`config.mk`:
```
export PLATFORM = sky130hd
export DESIGN_NAME = abpo_pin_option
export DESIGN_NICKNAME = d
export VERILOG_FILES = /design/src/abpo_pkg.sv /design/src/abpo_change_det.sv /design/src/abpo_pin_option.sv
export VERILOG_INCLUDE_DIRS = /design/src
export SDC_FILE = /design/constraint.sdc
export NUM_CORES = 1
export LEC_CHECK = 0
export ABC_AREA = 1
export BUFFER_PORTS_ARGS = -buffer_cell sky130_fd_sc_hd__buf_2
export CORE_UTILIZATION = 42
export CTS_BUF_LIST = sky130_fd_sc_hd__clkbuf_16
export DETAILED_ROUTE_END_ITERATION = 8
export PLACE_DENSITY = 0.77
export RECOVER_POWER = 50
export SKIP_LAST_GASP = 1
export SLEW_MARGIN = 15
export SYNTH_ARGS = -nofsm -noshare
export SYNTH_HDL_FRONTEND = slang
export SYNTH_SLANG_ARGS = --single-unit
export TNS_END_PERCENT = 30
```
`constraint.sdc`:
```
create_clock -name pclk -period 1.05 [get_ports pclk]
set_input_delay 0.21 -clock pclk [delete_from_list [all_inputs] [get_ports pclk]]
set_output_delay 0.21 -clock pclk [all_outputs]
set_load 0.01 [all_outputs]
```
`src/abpo_consts.svh`:
```
// Register offsets, field positions and reset values of the pin option block.
// Contract
// - Bit 7 set turns three pins into buttons reported on endpoint bits 2:0.
// - Bit 6 set searches the drive bus once after reset; cleared means none.
// - Bit 5 selects pinout: 0 is 56-pin, 1 is 100-pin.
// - In suspend, bit 4 clear keeps drive pins driven; set floats them.
// - Bit 1 sets power-valid polarity: 0 active low, 1 active high.
// - Bit 0 enables power-valid input and removable drive as bus master.
`ifndef ABPO_CONSTS_SVH
`define ABPO_CONSTS_SVH

`define ABPO_OFS_IRQ_STATUS 8'h00
`define ABPO_OFS_IRQ_MASK   8'h04
`define ABPO_OFS_PIN_OPTION 8'h08
`define ABPO_OFS_CONTROL    8'h0C
`define ABPO_OFS_STATE      8'h10

`define ABPO_PIN_OPTION_RST 8'h78

`define ABPO_BIT_BUTTON   7
`define ABPO_BIT_SCAN     6
`define ABPO_BIT_PINOUT   5
`define ABPO_BIT_FLOAT    4
`define ABPO_BIT_RSVD_HI  3
`define ABPO_BIT_RSVD_LO  2
`define ABPO_BIT_POL      1
`define ABPO_BIT_PV_EN    0

`define ABPO_CTRL_LOAD    0

`define ABPO_IRQ_LOADED   0
`define ABPO_IRQ_BUTTON   1
`define ABPO_IRQ_POWER    2
`define ABPO_IRQ_BADCFG   3
`define ABPO_IRQ_W        4

`endif

```
`src/abpo_pkg.sv`:
```
// Types shared by the pin option block.
package abpo_pkg;
	typedef enum logic [0:0] {
		ABPO_WAIT_LOAD,
		ABPO_LOADED
	} abpo_state_t;
endpackage : abpo_pkg

```
`src/abpo_change_det.sv`:
```
// Registers a group of pin levels and flags any change.
`timescale 1ns/100ps
`default_nettype none
module abpo_change_det #(
	parameter int W = 1
) (
	// Clock and reset.
	input  wire logic         pclk,
	input  wire logic         presetn,
	// Level in and registered level out.
	input  wire logic [W-1:0] din,
	output logic      [W-1:0] dout,
	output logic              changed
);
	logic [W-1:0] next_dout;
	logic         next_changed;

	always_comb begin
		next_dout    = din;
		next_changed = (din != dout);
	end

	always_ff @(posedge pclk or negedge presetn) begin
		if (!presetn) begin
			dout    <= '0;
			changed <= 1'b0;
		end else begin
			dout    <= next_dout;
			changed <= next_changed;
		end
	end
endmodule : abpo_change_det
`default_nettype wire

```
`src/abpo_pin_option.sv`:
```
// APB register bank that latches and applies the pin option byte.
`timescale 1ns/100ps
`default_nettype none
`include "abpo_consts.svh"
module abpo_pin_option #(
	parameter int ADDR_W = 8
) (
	// Clock and reset.
	input  wire logic              pclk,
	input  wire logic              presetn,
	// APB slave.
	input  wire logic              psel,
	input  wire logic              penable,
	input  wire logic              pwrite,
	input  wire logic [ADDR_W-1:0] paddr,
	input  wire logic [31:0]       pwdata,
	output logic                   pready,
	output logic                   pslverr,
	output logic      [31:0]       prdata,
	// Interrupt.
	output logic                   irq,
	// Multi-use pins, three signals each except the input-only drive power valid pin.
	input  wire logic              pullup_enable_pin_in,
	output logic                   pullup_enable_pin_out,
	output logic                   pullup_enable_pin_oe_n,
	input  wire logic              high_power_indicator_n_in,
	output logic                   high_power_indicator_n_out,
	output logic                   high_power_indicator_n_oe_n,
	input  wire logic              drive_power_valid_pin,
	// Values driven on the multi-use pins outside button mode.
	input  wire logic              pullup_enable_req,
	input  wire logic              high_power_req,
	// USB suspend and drive bus control.
	input  wire logic              suspend_in,
	output logic                   ata_pin_oe_n,
	// Decoded settings.
	output logic                   cfg_loaded,
	output logic      [2:0]        first_interrupt_in_endpoint,
	output logic                   fixed_drive_scan_start,
	output logic                   large_pinout_select,
	output logic                   suspend_float_select,
	output logic                   removable_enable,
	output logic                   drive_power_ok
);
	abpo_pkg::abpo_state_t state;
	abpo_pkg::abpo_state_t next_state;

	logic [7:0]                   pin_option_config;
	logic [7:0]                   next_pin_option_config;
	logic [7:0]                   pin_option_active;
	logic [7:0]                   next_pin_option_active;
	logic [`ABPO_IRQ_W-1:0]       irq_status;
	logic [`ABPO_IRQ_W-1:0]       next_irq_status;
	logic [`ABPO_IRQ_W-1:0]       irq_mask;
	logic [`ABPO_IRQ_W-1:0]       next_irq_mask;
	logic [31:0]                  next_prdata;
	logic                         next_scan;
	logic                         next_power_ok;
	logic                         power_ok_q;

	logic                         wr_en;
	logic                         rd_setup;
	logic                         mapped;
	logic                         load_req;
	logic                         button_mode;
	logic                         pv_enabled;
	logic [2:0]                   btn_raw;
	logic [2:0]                   btn_q;
	logic                         btn_changed;
	logic                         pv_level;
	logic                         pv_q;
	logic                         pv_changed;
	logic [`ABPO_IRQ_W-1:0]       events;

	// Zero wait states: the write lands at the access edge, read data is captured at setup.
	assign pready   = 1'b1;
	assign wr_en    = psel && penable && pwrite && mapped;
	assign rd_setup = psel && !penable && !pwrite;
	assign pslverr  = psel && penable && !mapped;

	always_comb begin
		case (paddr)
			`ABPO_OFS_IRQ_STATUS,
			`ABPO_OFS_IRQ_MASK,
			`ABPO_OFS_PIN_OPTION,
			`ABPO_OFS_CONTROL,
			`ABPO_OFS_STATE: mapped = 1'b1;
			default:         mapped = 1'b0;
		endcase
	end

	assign load_req = wr_en && paddr == `ABPO_OFS_CONTROL && pwdata[`ABPO_CTRL_LOAD];

	// Only the latched copy steers the pins, so later writes cannot disturb a running drive.
	assign button_mode = cfg_loaded && pin_option_active[`ABPO_BIT_BUTTON];
	assign pv_enabled  = cfg_loaded && pin_option_active[`ABPO_BIT_PV_EN]
		&& !pin_option_active[`ABPO_BIT_BUTTON];

	assign btn_raw  = button_mode ?
		{pullup_enable_pin_in, high_power_indicator_n_in, drive_power_valid_pin} : 3'h0;
	assign pv_level = pin_option_active[`ABPO_BIT_POL] ?
		drive_power_valid_pin : !drive_power_valid_pin;

	abpo_change_det #(
		.W (3)
	) u_btn_det (
		.pclk    (pclk),
		.presetn (presetn),
		.din     (btn_raw),
		.dout    (btn_q),
		.changed (btn_changed)
	);

	abpo_change_det #(
		.W (1)
	) u_pv_det (
		.pclk    (pclk),
		.presetn (presetn),
		.din     (pv_level && pv_enabled),
		.dout    (pv_q),
		.changed (pv_changed)
	);

	// Pins turn to inputs in button mode.
	assign pullup_enable_pin_out       = pullup_enable_req;
	assign high_power_indicator_n_out  = !high_power_req;
	assign pullup_enable_pin_oe_n      = button_mode;
	assign high_power_indicator_n_oe_n = button_mode;

	assign ata_pin_oe_n         = suspend_in && pin_option_active[`ABPO_BIT_FLOAT];
	assign suspend_float_select = pin_option_active[`ABPO_BIT_FLOAT];
	assign large_pinout_select  = pin_option_active[`ABPO_BIT_PINOUT];
	assign removable_enable     = cfg_loaded && pin_option_active[`ABPO_BIT_PV_EN];
	assign first_interrupt_in_endpoint = btn_q;
	assign drive_power_ok       = power_ok_q;
	assign cfg_loaded           = (state == abpo_pkg::ABPO_LOADED);
	assign irq                  = |(irq_status & irq_mask);

	always_comb begin
		events                   = '0;
		events[`ABPO_IRQ_BUTTON] = btn_changed;
		events[`ABPO_IRQ_POWER]  = pv_changed;
		if (state == abpo_pkg::ABPO_WAIT_LOAD && load_req) begin
			events[`ABPO_IRQ_LOADED] = 1'b1;
			events[`ABPO_IRQ_BADCFG] = pin_option_config[`ABPO_BIT_RSVD_HI]
				|| pin_option_config[`ABPO_BIT_RSVD_LO]
				|| (pin_option_config[`ABPO_BIT_BUTTON]
				&& !pin_option_config[`ABPO_BIT_PINOUT]);
		end
	end

	always_comb begin
		next_state             = state;
		next_pin_option_config = pin_option_config;
		next_pin_option_active = pin_option_active;
		next_irq_mask          = irq_mask;
		next_irq_status        = irq_status;
		next_scan              = 1'b0;
		next_power_ok          = pv_q;
		next_prdata            = prdata;
		if (wr_en && paddr == `ABPO_OFS_PIN_OPTION) begin
			next_pin_option_config = pwdata[7:0];
		end
		if (wr_en && paddr == `ABPO_OFS_IRQ_MASK) begin
			next_irq_mask = pwdata[`ABPO_IRQ_W-1:0];
		end
		if (wr_en && paddr == `ABPO_OFS_IRQ_STATUS) begin
			next_irq_status = irq_status & ~pwdata[`ABPO_IRQ_W-1:0];
		end
		// A new event wins over a clear written in the same cycle.
		next_irq_status = next_irq_status | events;
		case (state)
			abpo_pkg::ABPO_WAIT_LOAD: begin
				if (load_req) begin
					next_state             = abpo_pkg::ABPO_LOADED;
					next_pin_option_active = pin_option_config;
					next_scan              = pin_option_config[`ABPO_BIT_SCAN];
				end
			end
			abpo_pkg::ABPO_LOADED: begin
				next_state = abpo_pkg::ABPO_LOADED;
			end
			default: begin
				next_state = abpo_pkg::ABPO_WAIT_LOAD;
			end
		endcase
		if (rd_setup) begin
			case (paddr)
				`ABPO_OFS_IRQ_STATUS: next_prdata = {28'h0000000, irq_status};
				`ABPO_OFS_IRQ_MASK:   next_prdata = {28'h0000000, irq_mask};
				`ABPO_OFS_PIN_OPTION: next_prdata = {24'h000000, pin_option_config};
				`ABPO_OFS_STATE:      next_prdata = {16'h0000, pin_option_active,
					3'h0, power_ok_q, btn_q, cfg_loaded};
				default:              next_prdata = 32'h00000000;
			endcase
		end
	end

	always_ff @(posedge pclk or negedge presetn) begin
		if (!presetn) begin
			state                  <= abpo_pkg::ABPO_WAIT_LOAD;
			pin_option_config      <= `ABPO_PIN_OPTION_RST;
			pin_option_active      <= `ABPO_PIN_OPTION_RST;
			irq_status             <= '0;
			irq_mask               <= '0;
			fixed_drive_scan_start <= 1'b0;
			power_ok_q             <= 1'b0;
			prdata                 <= 32'h00000000;
		end else begin
			state                  <= next_state;
			pin_option_config      <= next_pin_option_config;
			pin_option_active      <= next_pin_option_active;
			irq_status             <= next_irq_status;
			irq_mask               <= next_irq_mask;
			fixed_drive_scan_start <= next_scan;
			power_ok_q             <= next_power_ok;
			prdata                 <= next_prdata;
		end
	end
endmodule : abpo_pin_option
`default_nettype wire

```
# Yosys cells after proc, flatten, opt, wreduce, memory -nomap -nowiden
# Cells that the tools add are included.
# word_totals
register_bits	65
in_bits	51
output_inout_bits	49
wordCells	65
# classes
n_eq_ne	6
mux	11
n_bitwise	5
n_reduce_logical	31
# ops
op	n
$pmux 16 s4	1
$logic_and 1x1->1	18
$eq 8x4->1 const B	2
$and 4x4->4	2
$eq 8x3->1 const B	1
$eq 8x5->1 const B	1
$logic_not 8->1	1
$logic_not 1->1	7
$mux 1	7
$reduce_or 5->1	1
$mux 4	1
$not 4->4	1
$or 4x4->4	1
$reduce_or 4->1	1
$mux 3	1
$ne 3x3->1	1
$logic_or 1x1->1	2
$pmux 1 s2	1
$reduce_and 2->1	1
$ne 1x1->1	1
$not 1->1	1

# Depth between registers and ports, before layout
# depth
depth_word	9
depth_mapped	10

# Cells and area by module
# Synthesis repeated with hierarchy kept, for this count alone.
# unflattened
hier_cells	298
hier_area_um2	2498.6
# modules_own_cells
module	instances	cells_each	area_each_um2	seq_area_each_um2
abpo_pin_option	1	275	2278.4	1086.0
abpo_change_det (u_btn_det)	1	16	151.4	100.1
abpo_change_det (u_pv_det)	1	7	68.8	50.0

# Worst setup path after synthesis
# Ideal clock, no wire load.
# synth_timing
path_type	input to register
startpoint	input port paddr[1]
endpoint	register pin_option_config[7]
setup_time_ns	0.117
t_arrival_ns	1.212
path_slack_ns	-0.279
cell_stages	9
path_buffers	1
path_cell_list	nor2_2 > nand2_1 > nor2_4 > nor2_1 > nand3_4 > nand3_4 > buf_6 > nand2_1 > o21ai_2
# synth_via
elab_chain_cells	5
elab_cells_between_ends	9
# synth_rtl
item	line_no	text
start, declared	abpo_pin_option.sv:15	input wire logic [ADDR_W-1:0] paddr,
$eq 8x4->1 (tied with other cells)	abpo_pin_option.sv:82	case (paddr)
$reduce_or 5->1	abpo_pin_option.sv:82	
$mux 1	abpo_pin_option.sv:82	
$logic_and 1x1->1	abpo_pin_option.sv:77	assign wr_en = psel && penable && pwrite && mapped;
$logic_and 1x1->1 (no source line) *	--	
end signal, assigned	abpo_pin_option.sv:202	pin_option_config <= `ABPO_PIN_OPTION_RST;
end signal, assigned	abpo_pin_option.sv:211	pin_option_config <= next_pin_option_config;
end, declared	abpo_pin_option.sv:48	logic [7:0] pin_option_config;
# Every way passes the cells marked *; elsewhere a longest branch is shown, timed or not.
# A chain may end at the register's enable or synchronous reset.

# Worst setup path after layout
# layout_timing
startpoint	input port paddr[1]
endpoint	output port pslverr
# layout_via
elab_chain_cells	5
elab_cells_between_ends	9
# layout_rtl
item	line_no	text
$eq 8x4->1 (tied with other cells)	abpo_pin_option.sv:82	
$reduce_or 5->1 *	abpo_pin_option.sv:82	
$mux 1 *	abpo_pin_option.sv:82	
$logic_not 1->1 *	abpo_pin_option.sv:79	assign pslverr = psel && penable && !mapped;
$logic_and 1x1->1 *	abpo_pin_option.sv:79	
end, declared	abpo_pin_option.sv:18	output logic pslverr,
# Marks and branches as above.

==> impl_metrics.json <==
{
  "rsz0062_at_grt": "yes",
  "combPwrFrac": 0.078,
  "routabilityCongestion": 0.8683,
  "power_density_nw_per_um2": 1102,
  "overflow": 0,
  "fin_worst_skew_ps": 2.221,
  "synthXorXnorAreaFrac": 0.01782,
  "initial_utilization": 0.4409,
  "fin_setup_tns_ps": -5181,
  "clock.fmax_ghz": 0.7825,
  "drc": 0,
  "synth_cell_type_count": 27,
  "cp_slowest_stage_delay_ps": 200,
  "clk_path_buf_depth": 2,
  "cts_buffers": 5,
  "cts.sinks": 49,
  "synth_top_family_by_area": "simple AND/OR/NAND/NOR gates",
  "power_frac_seq": 0.514,
  "crit_chain": "buf_6 -> nor2_4 -> nand2_4 -> nor2_4 -> nor2_4 -> nand3_4 -> nor2_1 -> buf_2",
  "antenna_found_initial": 0,
  "maxSlewViolCount": 0,
  "clk_pin_slew_ps": 60,
  "switchingPower_w": 0.0008447,
  "crit_path_frequent_cell": "nor2_4",
  "synth_area_sq_um": 2457,
  "maxCapViolCount": 0,
  "hp-class": "in2reg",
  "ir_drop_mv": 0.7122,
  "synth-simple-area-share": 0.2765,
  "critPathSlowestCell": "nor2_4",
  "tritoncts": "done",
  "cp.arrival_ps": 1070,
  "finalHoldViolCount": 0,
  "leakage_nw": 1.785,
  "layout_setup_ws_ps": -228.0,
  "p_int_w": 0.002866,
  "grt_max_degree": 22,
  "final_nets": 434,
  "grtUsageTotal": 0.1967,
  "totalWireLength_microns": 5711,
  "area_delta_synth_final_pct": 37.07,
  "synth-compound-area-share": 0.06721,
  "hpwl_microns": 3853,
  "synth_edf_count": 0,
  "violations": "negative setup slack",
  "cp-start-kind": "primary input",
  "p_sw_frac": 0.2276,
  "min_period_over_period": 1.217,
  "required_ps": 840,
  "grt_pass1_vias": 1893,
  "ys_seq_elements": 49,
  "netlist_instances": 292,
  "die_area_sq_um": 6161,
  "ys_seq_area_frac": 0.5031,
  "path_max_fanout": 4,
  "final_cell_area_sq_um": 3368,
  "async_flop_share": 1.000,
  "dr.pass1.iters": 4,
  "htreeDepth": 2,
  "synth.avg_cell_area_sq_um": 8.416,
  "clk_latency_ps": 290,
  "worstSetupPathType": "in2out",
  "synthAdderAreaFrac": 0,
  "synthMuxAreaShare": 0,
  "synthFlopType": "dfrtp_1",
  "drtIter0Drc": 139,
  "rows": 27,
  "clkPwrFrac": 0.408,
  "io_pins": 100,
  "cp-end-kind": "output pin",
  "core_sq_um": 5574,
  "drive_gt1_frac": 0.4010,
  "avgViaCountPerCell": 4.768,
  "clock-root-buffer": "clkbuf_16",
  "setup_viol": 45,
  "die_w_microns": 78.49,
  "status": "finished, violations left",
  "routedWlPerCell_microns": 12.52,
  "ys_warn_count": 0,
  "grt_pass1_wl_microns": 9121,
  "num_vias": 2174,
  "port_buffers": 56,
  "drtAntennaViolNets": 0,
  "min_period_ps": 1278,
  "die_h_microns": 78.49,
  "dpl-instance-area_sq_um": 2912,
  "num_antenna_cells": 0
}
cells in the final DEF, fill, tap and decap left out, types with 8 or more instances in the layout:
master,n
o21ai_1,9
nor2_1,10
nand2_1,81
dfrtp_1,40
o21ai_2,8
buf_4,26
dfstp_2,8
buf_6,13
nand3_1,12
inv_1,35
conb_1,17
nand2_2,13
buf_2,46
nand4_1,9
nor2_4,11
routing by layer:
metal	track usage	part of all wire	vias to the layer above
li1	-	-	1059
met1	0.2652	0.43	1006
met2	0.3079	0.48	95
met3	0.03837	0.065	14
met4	0.08333	0.022	0
met5	0	0	-
layout make-up:
class | count | area (sq um)
Sequential cell | 49 | 1237
Fill cell | 488 | 2206
Timing Repair Buffer | 93 | 653.1
Inverter | 40 | 152.6
Clock inverter | 3 | 12.51
Clock buffer | 5 | 125.1
Tap cell | 72 | 90.09
Multi-Input combinational cell | 194 | 1097
metrics by stage:
stage	hold slack [ps]	setup slack (ps)	total power [W]	util	std cells
5_1_grt	131.1	-295.9	0.003875	0.6043	456
6_report	130.2	-228.0	0.003711	0.6043	456
4_1_cts	131.3	-201.4	0.003736	0.5825	450
2_1_floorplan	-85.59	-227.6	0.002107	-	307
3_5_place_dp	119.2	-456.0	0.002213	0.5223	429
3_3_place_gp	121.7	-420.4	0.002206	0.5223	429
flip-flops by register name (all words and copies together), names as in the netlist:
register / flops
fixed_drive_scan_start: 1
drive_power_ok: 1
u_pv_det.dout: 1
cfg_loaded: 1
u_pv_det.changed: 1
u_btn_det.changed: 1
u_btn_det.dout: 3
pin_option_active: 8
prdata: 16
pin_option_config: 8
irq_mask: 4
irq_status: 4
power by group through the flow:
stage                     clock network (W)  logic (W)  registers (W)
after floorplan                           0   0.000163        0.00194
after global placement                    0   0.000266        0.00194
after detailed placement                  0   0.000271        0.00194
after CTS                           0.00154   0.000291        0.00191
after global routing                0.00164   0.000323        0.00191
final                               0.00151   0.000290        0.00191
cells by family (layout without fill, tap and decap cells):
logic type / count (synthesis) / in the layout
and+or+nand+nor: 147 / 148
AOI/OAI and AO/OA: 24 / 24
DFF: 49 / 49
xor gates and xnor gates: 5 / 5
other: 2 / 17
buffers and inverters: 65 / 141
cell usage after synthesis, types with 2 or more instances:
cell,count,area (sq um)
o21ai_2,8,70.07
clkbuf_1,3,11.26
dfrtp_1,41,1026
nor2_2,3,18.77
buf_2,2,10.01
dfstp_2,8,210.2
nand4_1,9,56.30
conb_1,2,7.510
inv_1,37,138.9
nand3_1,15,75.07
nand3_4,2,35.03
buf_4,19,142.6
inv_2,3,11.26
o21ai_0,3,15.01
xnor2_1,3,26.28
nor2_1,15,56.30
xor2_1,2,17.52
nand2_1,94,352.8
o21ai_1,7,35.03
o31ai_1,6,45.04
nor2_4,4,45.04
timing repair:
item | 4_1_cts | 5_1_grt
resized for setup | 25 | 23
endpoints found under the setup margin | 42 | 50
hold endpoints to repair | 10 | 0
hold buffers | 1 | 0
gates cloned | 1 | 0
pin swaps | 4 | 12
setup buffers | 11 | 6
critical path, delay by kind of cell:
| family | cells | cell delay, ps |
|---|---|---|
| buffers and inverters | 2 | 230 |
| AND/OR/NAND/NOR | 6 | 640 |
final timing paths:
kind | startpoint | endpoint | slack, ps | depth (start not counted)
setup / recovery | paddr[1] | pslverr | -230 | 8
hold / removal | pwdata[4] | pin_option_config[4] | 130 | 3
max in group asynchronous | presetn | pin_option_active[3] | 90 | 3
min in group asynchronous | presetn | prdata[2] | 330 | 2
hold reg to reg | u_pv_det.dout | drive_power_ok | 410 | 0
setup reg to reg | cfg_loaded | irq_status[3] | -170 | 6
Note: power is estimated with default switching activity, not from simulation.
